`config.mk`:
```
export PLATFORM = sky130hd
export DESIGN_NAME = dram_power_refresh_config
export DESIGN_NICKNAME = d
export VERILOG_FILES = /design/src/hdl/dram_cfg_pkg.sv /design/src/hdl/dram_power_refresh_config.sv
export SDC_FILE = /design/constraint.sdc
export NUM_CORES = 1
export LEC_CHECK = 0
export ABC_AREA = 1
export BUFFER_PORTS_ARGS = -buffer_cell sky130_fd_sc_hd__buf_2
export CELL_PAD_IN_SITES_DETAIL_PLACEMENT = 0
export CELL_PAD_IN_SITES_GLOBAL_PLACEMENT = 2
export CORE_AREA = 3 3 120 122
export CTS_BUF_LIST = sky130_fd_sc_hd__clkbuf_4 sky130_fd_sc_hd__clkbuf_8
export DETAILED_ROUTE_END_ITERATION = 10
export DIE_AREA = 0 0 123 125
export PLACE_DENSITY_LB_ADDON = 0.25
export SLEW_MARGIN = 20
export SYNTH_ARGS = -nofsm -noshare
export SYNTH_HDL_FRONTEND = slang
export SYNTH_SLANG_ARGS = --single-unit
```
`constraint.sdc`:
```
create_clock -name clock_i -period 4.3 [get_ports clock_i]
set_input_delay 0.86 -clock clock_i [delete_from_list [all_inputs] [get_ports clock_i]]
set_output_delay 0.86 -clock clock_i [all_outputs]
set_load 0.01 [all_outputs]
```
`src/hdl/dram_cfg_pkg.sv`:
```
package dram_cfg_pkg;

   // ==========================================================
   // Timing
   localparam int CLK_PERIOD_NS = 20;
   localparam int ARRAY_ROWS = 8192;
   localparam int ROW_W = 13;
   localparam int REFI_STD_MS = 64;
   localparam int REFI_HOT_MS = 16;
   // Longest spacing per row, so rounded down
   localparam int ROW_INTV_STD_CYC =
      (REFI_STD_MS * 1000000) / (ARRAY_ROWS * CLK_PERIOD_NS);
   localparam int ROW_INTV_HOT_CYC =
      (REFI_HOT_MS * 1000000) / (ARRAY_ROWS * CLK_PERIOD_NS);
   localparam int DPD_ENTRY_NS = 3000;
   localparam int DPD_ENTRY_CYC = DPD_ENTRY_NS / CLK_PERIOD_NS;
   localparam int REFRESH_BUSY_CYC = 4;
   localparam int CA_CLOCKS = 3;

   // ==========================================================
   // Register select and fields
   localparam logic REG_SEL_FIRST = 1'h0;
   localparam logic REG_SEL_SECOND = 1'h1;
   localparam int CR0_DPD_BIT = 15;
   localparam int CR1_RSVD_HI_MSB = 15;
   localparam int CR1_RSVD_HI_LSB = 8;
   localparam int CR1_RSVD_BIT = 7;
   localparam int CR1_CLK_TYPE_BIT = 6;
   localparam int CR1_SLEEP_BIT = 5;
   localparam int CR1_PAR_MSB = 4;
   localparam int CR1_PAR_LSB = 2;
   localparam logic [7:0] CR1_RSVD_HI_RESET = 8'hFF;
   localparam logic CR1_RSVD_RESET = 1'h1;
   localparam logic CR1_CLK_TYPE_RESET = 1'h1;
   localparam logic CR1_SLEEP_RESET = 1'h0;
   localparam logic [1:0] INTV_4US = 2'h1;
   localparam logic [1:0] INTV_1US = 2'h2;

   localparam logic [2:0] PAR_FULL = 3'h0;
   localparam logic [2:0] PAR_BOT_HALF = 3'h1;
   localparam logic [2:0] PAR_BOT_QUARTER = 3'h2;
   localparam logic [2:0] PAR_BOT_EIGHTH = 3'h3;
   localparam logic [2:0] PAR_NONE = 3'h4;
   localparam logic [2:0] PAR_TOP_HALF = 3'h5;
   localparam logic [2:0] PAR_TOP_QUARTER = 3'h6;

   // Pin order {reset_n, link clock, select_n}, idle levels
   localparam logic [2:0] PIN_IDLE = 3'h5;

   typedef enum logic [1:0] {
      ST_ACTIVE = 2'b00,
      ST_DPD_ENTRY = 2'b01,
      ST_DPD = 2'b10,
      ST_SLEEP = 2'b11
   } power_state_t;

endpackage

```
`src/hdl/dram_power_refresh_config.sv`:
```
`timescale 1ns/1ps
`default_nettype none
module dram_power_refresh_config #(
   parameter bit HOT_GRADE = 1'b0
) (
   input wire logic clock_i,                 // System clock, 50 MHz
   input wire logic srst_i,                  // Power-on reset, sync
   input wire logic cs_n_i,                  // Chip select pin
   input wire logic link_clk_i,              // Bus clock pin
   input wire logic hw_reset_n_i,            // Hardware reset pin
   input wire logic [12:0] access_row_i,     // Row of current access
   input wire logic cfg_wr_i,                // Register write strobe
   input wire logic cfg_rd_i,                // Register read strobe
   input wire logic cfg_sel_i,               // 0 first, 1 second reg
   input wire logic [15:0] cfg_wdata_i,      // Register write data
   output logic [15:0] cfg_rdata_o,          // Register read data
   output logic rw_data_strobe_o,            // Strobe level driven
   output logic rw_data_strobe_oe_n_o,       // Strobe enable, low drives
   output logic latency_double_o,            // Two latency periods
   output logic deep_power_down_o,           // In deep power-down
   output logic hybrid_sleep_o,              // In hybrid sleep
   output logic clock_complement_en_o,       // Complement clock in use
   output logic array_valid_o,               // Array contents valid
   output logic refresh_strobe_o,            // One row refreshed
   output logic [12:0] refresh_row_o,        // Row being refreshed
   output logic row_writeback_o,             // Access row written back
   output logic [12:0] writeback_row_o       // Row written back
);

   // ==========================================================
   // Decoding
   function automatic logic row_in_window(input logic [2:0] par,
                                          input logic [12:0] row);
      logic hit;
      hit = 1'b1;
      case (par)
         dram_cfg_pkg::PAR_BOT_HALF: hit = ~row[12];
         dram_cfg_pkg::PAR_BOT_QUARTER: hit = (row[12:11] == 2'h0);
         dram_cfg_pkg::PAR_BOT_EIGHTH: hit = (row[12:10] == 3'h0);
         dram_cfg_pkg::PAR_NONE: hit = 1'b0;
         dram_cfg_pkg::PAR_TOP_HALF: hit = row[12];
         dram_cfg_pkg::PAR_TOP_QUARTER: hit = (row[12:11] == 2'h3);
         default: hit = 1'b1; // full array, and reserved 111
      endcase
      return hit;
   endfunction

   function automatic logic write_to(input logic wr, input logic sel,
                                     input logic which);
      return wr && (sel == which);
   endfunction

   // ==========================================================
   // Pin synchronisers
   logic [2:0] pin_raw;
   logic [2:0] pin_f;
   assign pin_raw = {hw_reset_n_i, link_clk_i, cs_n_i};

   genvar g;
   generate
      for (g = 0; g < 3; g++) begin : g_sync
         logic s1, s2, s3, filt;
         always_ff @(posedge clock_i) begin
            if (srst_i) begin
               s1 <= dram_cfg_pkg::PIN_IDLE[g];
               s2 <= dram_cfg_pkg::PIN_IDLE[g];
               s3 <= dram_cfg_pkg::PIN_IDLE[g];
               filt <= dram_cfg_pkg::PIN_IDLE[g];
            end else begin
               s1 <= pin_raw[g];
               s2 <= s1;
               s3 <= s2;
               if (s2 == s3) begin
                  filt <= s3;
               end
            end
         end
         assign pin_f[g] = filt;
      end
   endgenerate

   logic cs_f, ck_f, hw_rst, rst_all;
   logic cs_prev, ck_prev, cs_fall, cs_rise, ck_rise;
   assign cs_f = pin_f[0];
   assign ck_f = pin_f[1];
   assign hw_rst = ~pin_f[2];
   assign rst_all = srst_i | hw_rst;
   assign cs_fall = cs_prev & ~cs_f;
   assign cs_rise = ~cs_prev & cs_f;
   assign ck_rise = ~ck_prev & ck_f;

   always_ff @(posedge clock_i) begin
      if (srst_i) begin
         cs_prev <= 1'b1;
         ck_prev <= 1'b0;
      end else begin
         cs_prev <= cs_f;
         ck_prev <= ck_f;
      end
   end

   // ==========================================================
   // Power state
   dram_cfg_pkg::power_state_t state;
   logic [7:0] entry_cnt;
   logic seen_low;
   logic wr_first, wr_second, regs_open;
   assign regs_open = (state == dram_cfg_pkg::ST_ACTIVE);
   // Writes ignored while powered down
   assign wr_first = regs_open &&
      write_to(cfg_wr_i, cfg_sel_i, dram_cfg_pkg::REG_SEL_FIRST);
   assign wr_second = regs_open &&
      write_to(cfg_wr_i, cfg_sel_i, dram_cfg_pkg::REG_SEL_SECOND);

   always_ff @(posedge clock_i) begin
      if (rst_all) begin // resets end both low-power states
         state <= dram_cfg_pkg::ST_ACTIVE;
         entry_cnt <= 8'h00;
         seen_low <= 1'b0;
      end else begin
         case (state)
            dram_cfg_pkg::ST_ACTIVE: begin
               if (wr_first && !cfg_wdata_i[dram_cfg_pkg::CR0_DPD_BIT]) begin
                  state <= dram_cfg_pkg::ST_DPD_ENTRY;
                  entry_cnt <= 8'(dram_cfg_pkg::DPD_ENTRY_CYC - 1);
               end else if (wr_second &&
                            cfg_wdata_i[dram_cfg_pkg::CR1_SLEEP_BIT]) begin
                  state <= dram_cfg_pkg::ST_SLEEP;
               end
            end
            dram_cfg_pkg::ST_DPD_ENTRY: begin
               if (entry_cnt == 8'h00) begin
                  state <= dram_cfg_pkg::ST_DPD;
                  seen_low <= 1'b0;
               end else begin
                  entry_cnt <= entry_cnt - 8'h01;
               end
            end
            dram_cfg_pkg::ST_DPD: begin
               // Only select is watched here
               if (!cs_f) begin
                  seen_low <= 1'b1;
               end else if (seen_low) begin
                  state <= dram_cfg_pkg::ST_ACTIVE;
               end
            end
            dram_cfg_pkg::ST_SLEEP: begin
               if (cs_fall) begin
                  state <= dram_cfg_pkg::ST_ACTIVE;
               end
            end
            default: state <= dram_cfg_pkg::ST_ACTIVE;
         endcase
      end
   end

   // ==========================================================
   // Configuration registers
   logic dpd_bit;
   logic [7:0] rsvd_hi;
   logic clk_type, sleep_bit;
   logic [2:0] par;
   logic [1:0] intv_code;
   assign intv_code = HOT_GRADE ? dram_cfg_pkg::INTV_1US
                                : dram_cfg_pkg::INTV_4US;

   always_ff @(posedge clock_i) begin
      if (rst_all) begin
         dpd_bit <= 1'b1;
         rsvd_hi <= dram_cfg_pkg::CR1_RSVD_HI_RESET;
         clk_type <= dram_cfg_pkg::CR1_CLK_TYPE_RESET;
         par <= dram_cfg_pkg::PAR_FULL;
      end else begin
         if (wr_first) begin
            dpd_bit <= cfg_wdata_i[dram_cfg_pkg::CR0_DPD_BIT];
         end else if (state == dram_cfg_pkg::ST_DPD && cs_f && seen_low) begin
            dpd_bit <= 1'b1;
         end
         if (wr_second) begin
            rsvd_hi <= cfg_wdata_i[dram_cfg_pkg::CR1_RSVD_HI_MSB:
                                   dram_cfg_pkg::CR1_RSVD_HI_LSB];
            clk_type <= cfg_wdata_i[dram_cfg_pkg::CR1_CLK_TYPE_BIT];
            par <= cfg_wdata_i[dram_cfg_pkg::CR1_PAR_MSB:
                               dram_cfg_pkg::CR1_PAR_LSB];
         end
      end
   end

   always_ff @(posedge clock_i) begin
      if (rst_all) begin
         sleep_bit <= dram_cfg_pkg::CR1_SLEEP_RESET;
      end else if (wr_second) begin
         sleep_bit <= cfg_wdata_i[dram_cfg_pkg::CR1_SLEEP_BIT];
      end else if (state == dram_cfg_pkg::ST_SLEEP && cs_fall) begin
         sleep_bit <= 1'b0;
      end
   end

   always_ff @(posedge clock_i) begin
      if (rst_all) begin
         cfg_rdata_o <= 16'h0000;
      end else if (cfg_rd_i && regs_open) begin
         if (cfg_sel_i == dram_cfg_pkg::REG_SEL_SECOND) begin
            cfg_rdata_o <= {rsvd_hi, dram_cfg_pkg::CR1_RSVD_RESET,
                            clk_type, sleep_bit, par, intv_code};
         end else begin
            cfg_rdata_o <= {dpd_bit, 15'h0000};
         end
      end
   end

   // ==========================================================
   // Self-refresh, one row per interval
   localparam logic [8:0] ROW_INTV = HOT_GRADE
      ? 9'(dram_cfg_pkg::ROW_INTV_HOT_CYC)
      : 9'(dram_cfg_pkg::ROW_INTV_STD_CYC);
   logic [8:0] tick_cnt;
   logic tick, pending, ref_on, ref_start, access_on;
   logic [2:0] busy_cnt;
   logic [12:0] row_ptr;
   assign tick = (tick_cnt == 9'h000);
   assign ref_on = (state == dram_cfg_pkg::ST_ACTIVE) ||
                   (state == dram_cfg_pkg::ST_SLEEP);
   assign access_on = !cs_f && (state == dram_cfg_pkg::ST_ACTIVE);
   // Wait for the access to end
   assign ref_start = pending && !access_on && (busy_cnt == 3'h0);

   always_ff @(posedge clock_i) begin
      if (rst_all) begin
         tick_cnt <= ROW_INTV - 9'h001;
         pending <= 1'b0;
      end else begin
         tick_cnt <= tick ? ROW_INTV - 9'h001 : tick_cnt - 9'h001;
         // A new tick wins over the clear by a start
         pending <= ref_on && ((tick) || (pending && !ref_start));
      end
   end

   always_ff @(posedge clock_i) begin
      if (rst_all) begin
         busy_cnt <= 3'h0;
         row_ptr <= 13'h0000;
         refresh_strobe_o <= 1'b0;
         refresh_row_o <= 13'h0000;
      end else begin
         refresh_strobe_o <= 1'b0;
         if (ref_start) begin
            // Row pointer always advances to keep the spacing even
            row_ptr <= row_ptr + 13'h0001;
            refresh_row_o <= row_ptr;
            if (row_in_window(par, row_ptr)) begin
               refresh_strobe_o <= 1'b1;
               busy_cnt <= 3'(dram_cfg_pkg::REFRESH_BUSY_CYC);
            end
         end else if (busy_cnt != 3'h0) begin
            busy_cnt <= busy_cnt - 3'h1;
         end
      end
   end

   // ==========================================================
   // Command phase strobe and row write-back
   logic [1:0] ca_cnt;
   always_ff @(posedge clock_i) begin
      if (rst_all) begin
         ca_cnt <= 2'h0;
         rw_data_strobe_o <= 1'b0;
         rw_data_strobe_oe_n_o <= 1'b1;
         latency_double_o <= 1'b0;
      end else if (cs_fall && state == dram_cfg_pkg::ST_ACTIVE) begin
         ca_cnt <= 2'h0;
         rw_data_strobe_oe_n_o <= 1'b0;
         rw_data_strobe_o <= pending || (busy_cnt != 3'h0);
         latency_double_o <= pending || (busy_cnt != 3'h0);
      end else if (cs_rise || !access_on) begin
         rw_data_strobe_oe_n_o <= 1'b1;
         rw_data_strobe_o <= 1'b0;
         latency_double_o <= 1'b0;
      end else if (ck_rise && !rw_data_strobe_oe_n_o) begin
         ca_cnt <= ca_cnt + 2'h1;
         if (ca_cnt == 2'(dram_cfg_pkg::CA_CLOCKS - 1)) begin
            rw_data_strobe_oe_n_o <= 1'b1;
            rw_data_strobe_o <= 1'b0;
         end
      end
   end

   always_ff @(posedge clock_i) begin
      if (rst_all) begin
         row_writeback_o <= 1'b0;
         writeback_row_o <= 13'h0000;
      end else begin
         row_writeback_o <= cs_rise && state == dram_cfg_pkg::ST_ACTIVE;
         if (cs_rise && state == dram_cfg_pkg::ST_ACTIVE) begin
            writeback_row_o <= access_row_i;
         end
      end
   end

   // ==========================================================
   // Status outputs
   always_ff @(posedge clock_i) begin
      if (rst_all) begin
         deep_power_down_o <= 1'b0;
         hybrid_sleep_o <= 1'b0;
         clock_complement_en_o <= 1'b0;
         array_valid_o <= 1'b0; // reset drops refresh guarantee
      end else begin
         deep_power_down_o <= (state == dram_cfg_pkg::ST_DPD);
         hybrid_sleep_o <= (state == dram_cfg_pkg::ST_SLEEP);
         clock_complement_en_o <= !clk_type;
         if (state == dram_cfg_pkg::ST_DPD) begin
            array_valid_o <= 1'b0;
         end else if (row_writeback_o) begin
            array_valid_o <= 1'b1;
         end
      end
   end
endmodule
`default_nettype wire

```
# == After elaboration in Yosys (flattened, before gate mapping) ==
# Cells that the tools add are included.
# W data, S select, Z words.
# word_totals
reg_bits,118
latch_bits,0
mem_bits_rw,0
mem_bits_ro,0
input_bits,37
out_inout_bits,51
elab_cells,167
n_memories,0
# classes
addsub,5
multipliers,0
div,0
order_cmp,0
eq_ne,23
shifts,0
muxes,35
n_bitwise,12
n_reduce_logical,53
# op_table
op,count
$mux W1,19
$logic_and A1 B1 Y1,18
$mux W16,1
$mux W8,2
$pmux W8 S2,1
$add A13 B1 Y13 const B,1
$mux W2,6
$ne A2 B2 Y1 const B,6
$reduce_bool A2 Y1,6
$eq A3 B3 Y1 const B,3
$logic_not A9 Y1,1
$mux W3,3
$reduce_bool A3 Y1,3
$sub A9 B1 Y9 const B,1
$eq A2 B2 Y1 const B,4
$logic_not A8 Y1,1
$not A1 Y1,8
$pmux W2 S4,1
$reduce_or A2 Y1,4
$sub A8 B1 Y8 const B,1
$eq A3 B2 Y1 const B,2
$logic_not A1 Y1,6
$logic_not A3 Y1,2
$pmux W1 S6,1
15 further kinds,27

# == Logic depth before layout (Yosys ltp) ==
# logic_depth
word_depth,9
mapped_depth,11
depth_no_buf,10

# == Worst setup path before layout ==
# Ideal clock, no wire load.
# synth_path
path_kind,in2reg
start,input cfg_wr_i
end,register entry_cnt[0]
setup_time_ns,0.117
arrival_ns,1.577
required_ns,4.183
slack_ns,2.606
path_stages,8
path_buffers,1
path_cell_list,nand2_2 > nor2_2 > nand2_1 > nand2_1 > nand3_1 > buf_6 > nor3_1 > nor2_1
# synth_via
elab_chain_cells,5
# synth_lines
element,line,text
"start, declared",dram_power_refresh_config.sv:12,"input wire logic cfg_wr_i,"
$logic_and A1 B1 Y1,dram_power_refresh_config.sv:50,return wr && (sel == which);
$logic_and A1 B1 Y1,dram_power_refresh_config.sv:110,assign wr_first = regs_open &&
$logic_and A1 B1 Y1,dram_power_refresh_config.sv:123,if (wr_first && !cfg_wdata_i[dram_cfg_pkg::CR0_DPD_BIT]) begin
$ne A2 B1 Y1 (no source line),n/a,
$reduce_and A3 Y1 (no source line),n/a,
"end signal, assigned",dram_power_refresh_config.sv:125,entry_cnt <= 8'(dram_cfg_pkg::DPD_ENTRY_CYC - 1);
"end signal, assigned",dram_power_refresh_config.sv:136,entry_cnt <= entry_cnt - 8'h01;
"end, declared",dram_power_refresh_config.sv:105,logic [7:0] entry_cnt;
# No other way between the ends.
# A chain may end at the register's enable or synchronous reset.

# == Worst setup path after layout ==
# layout_path
start,register state[0]
end,register cfg_rdata_o[4]
# layout_via
elab_chain_cells,2
# layout_lines
element,line,text
"start, declared",dram_power_refresh_config.sv:104,dram_cfg_pkg::power_state_t state;
"start signal, assigned",dram_power_refresh_config.sv:117,state <= dram_cfg_pkg::ST_ACTIVE;
"start signal, assigned",dram_power_refresh_config.sv:124,state <= dram_cfg_pkg::ST_DPD_ENTRY;
"start signal, assigned",dram_power_refresh_config.sv:128,state <= dram_cfg_pkg::ST_SLEEP;
$logic_not A2 Y1,dram_power_refresh_config.sv:108,assign regs_open = (state == dram_cfg_pkg::ST_ACTIVE);
$logic_and A1 B1 Y1,dram_power_refresh_config.sv:202,end else if (cfg_rd_i && regs_open) begin
"end signal, assigned",dram_power_refresh_config.sv:204,"cfg_rdata_o <= {rsvd_hi, dram_cfg_pkg::CR1_RSVD_RESET,"
"end signal, assigned",dram_power_refresh_config.sv:207,"cfg_rdata_o <= {dpd_bit, 15'h0000};"
"end, declared",dram_power_refresh_config.sv:16,"output logic [15:0] cfg_rdata_o,"
# No other way between the ends.

==> out/summary.md <==
• 3916 — via count of the first global-routing pass
• 0.150 — total track usage
• 70 ps — clock transition time at the flip-flop clock pins of the worst setup and hold paths
• sky130_fd_sc_hd__nand2_1 — most common cell after layout, fill and taps aside
• 1399 — number of fill cells in the layout
• 20.7% — layout-stage area growth over the synthesis result
• 225 — initial detailed-routing violation count
• 925 ps — Slew @ Worst Pin
• register — Critical Path Source Type
• 0 — Yosys warning count
• register to register — HP Class
• 18.3 mm — global-route wire length before repair
• 2 — CTS max path bufs
• 123 µm — Chip Width
• register to register — category of the critical setup timing path
• 17 — CTS Buf Count
• 4700 µm² — post-synthesis cell area
• 1 — number of antenna violations at the first check in global routing
• 0 — Final ANT Viol Nets
• 116 — number of sinks driven by the clock tree
• 628 — synthesized instance count
• 33 — Unique masters post-synth
• 42 — number of placement rows
• no — unrepaired setup endpoints after global routing
• 116 — post-synthesis register bit count
• 4660 ps — worst path required time
• 0.353 — starting utilization of the core area
• 15400 µm² — total die area
• 510 nW/µm² — Cell Pwr Density
• 0 — buffers inserted by post-CTS timing repair
• 0 ps — Total Neg Setup Slack
• 759 — Final #Nets
• 5670 µm² — post-route standard cell area excluding fillers
• 0.569 — final cycle utilization of the critical path
• 0 — Remaining DRCs
• 2.58 nW — leakage power of the design
• sky130_fd_sc_hd__clkbuf_8 — Root Driver
• 0 — global route total overflow
• 2450 ps — post-route minimum period
• 137 x sky130_fd_sc_hd__nand2_1, 116 x sky130_fd_sc_hd__dfxtp_1, 93 x sky130_fd_sc_hd__nor2_1 — highest-count cells in the layout ignoring fill and taps
• 677 — Synth Net Count
• 0.770 — routability congestion estimate
• 5240 µm² — instance area after placement
• 7.78 mm — HPWL after detailed placement
• finished clean — outcome
• 4 — number of search-and-repair iterations in the first detailed-routing pass
• 0 — number of pins exceeding their max-slew limit in the final report
• 0 — antenna diode count
• 7.48 µm² — Avg Synthesized Cell Area
• 0.191 — layout cell share with drive strength beyond 1
• 16 — Crit Path Max Fanout
• 83 — PortBufs
• 0 — Hold Vio Cnt, Final
• 0 — count of maximum capacitance violations
• 4176 — via count
• 11.0 mm — overall routed net length
• 4.65 — Vias per Instance
• 4 — depth of the CTS H-tree
• 13300 µm² — floorplan core area
• 8.86 ps — Setup Skew
• 88 — num ports
• 409 MHz — highest attainable clock frequency
• register — Worst setup EP type
• built — TritonCTS clock tree
• 440 ps — latest clock arrival within the worst-skew pair
• 12.2 µm — routed length per placed instance
• 0 — count of endpoints failing setup in the final report
• 211 µV — largest vdd supply drop
• 2810 ps — worst endpoint data arrival time
• 0.380 — worst relative slew slack
• 125 µm — Die Ht
• 0 — post-CTS sizing
• 0 — hold-fix buffer count after cts
• 0.494 — sequential cell area fraction in the yosys report
• 41 — maximum number of pins on one net before global-route repair
-- cells in the mapped netlist (all sizes together) --
cell | n | area [µm²]
ha | 12 | 150
nor2 | 95 | 362
nand3b | 2 | 15.0
nor3 | 13 | 70.1
xnor2 | 3 | 26.3
nor3b | 3 | 22.5
nand2 | 139 | 527
a211oi | 2 | 15.0
o311ai | 1 | 8.76
o21ai | 48 | 240
nor4 | 1 | 12.5
inv | 63 | 236
dfxtp | 116 | 2320
clkbuf | 9 | 33.8
nand3 | 27 | 140
xor2 | 3 | 26.3
buf | 14 | 85.1
nand4 | 7 | 43.8
clkinv | 1 | 3.75
a31oi | 1 | 6.26
or2 | 9 | 56.3
o21a | 1 | 7.51
a21oi | 57 | 285
conb | 1 | 3.75
-- cell type report --
cell class	count	area [µm²]	area share
well taps	176	220	0.0388
flip-flops and latches	116	2320	0.409
inverters	64	240	0.0424
multi-input cells	425	2020	0.356
clock buffers	18	248	0.0437
clock inverters	14	185	0.0326
repair buffers	86	438	0.0772
-- path summary, 6_finish.rpt --
kind | startpoint | endpoint | slack, ps | cells past startpoint
worst max-delay path | state[0] | cfg_rdata_o[4] | 1850 | 6
worst min-delay path | tick_cnt[0] | tick_cnt[0] | 390 | 1
worst max register to register | state[0] | cfg_rdata_o[4] | 1850 | 6
worst min register to register | tick_cnt[0] | tick_cnt[0] | 390 | 1
-- power by group --
group	internal [mW]	switching, mW	total (mW)
Clock	0.642	0.442	1.08
Sequential	1.17	0.0624	1.23
Combinational	0.207	0.372	0.579
Total	2.02	0.877	2.89
-- sequential cells by signal, summed over array words and instances, names as in the netlist, 2 cells and up --
signal	cells
par	3
refresh_row_o	13
state	2
g_sync.s2	3
g_sync.s3	3
entry_cnt	8
rsvd_hi	8
ca_cnt	2
cfg_rdata_o	14
writeback_row_o	13
g_sync.s1	3
busy_cnt	3
row_ptr	13
tick_cnt	9
-- cells by family (layout without fill, tap and decap cells) --
| kind of cell | after synthesis | after routing | share of synthesized area |
|---|---|---|---|
| simple gates | 296 | 296 | 0.266 |
| fa+ha+maj | 12 | 12 | 0.0319 |
| xor+xnor | 6 | 6 | 0.0112 |
| buf+inv | 87 | 182 | 0.0764 |
| flops | 116 | 116 | 0.494 |
| compound gates | 110 | 110 | 0.120 |
| other cells | 1 | 1 | 0.000798 |
-- layer usage --
metal,up-vias,global-route usage,share of wire
li1,2175,-,-
met1,1898,0.189,0.46
met2,83,0.234,0.47
met3,18,0.0556,0.058
met4,2,0.0586,0.019
met5,-,0,0.00082
-- per-stage QoR --
stage	util	std cells	hold WS [ps]	setup WS, ps	power [mW]
after floorplan	-	628	366	2610	1.69
after global placement	0.394	867	373	1490	1.82
after detailed placement	0.394	867	380	1440	1.84
after CTS	0.427	899	397	1760	2.94
after global routing	0.427	899	421	1560	3.07
final	0.427	899	391	1850	2.89
-- worst max-delay path, cell delays in order (launching register included) --
cell and delay, ps:
sky130_fd_sc_hd__dfxtp_1 340, sky130_fd_sc_hd__inv_1 120, sky130_fd_sc_hd__ha_1 370, sky130_fd_sc_hd__nand2_1 420, sky130_fd_sc_hd__nor2_1 800, sky130_fd_sc_hd__nand2_1 160, sky130_fd_sc_hd__a21oi_1 160
Power figures use the tool's default switching activity.
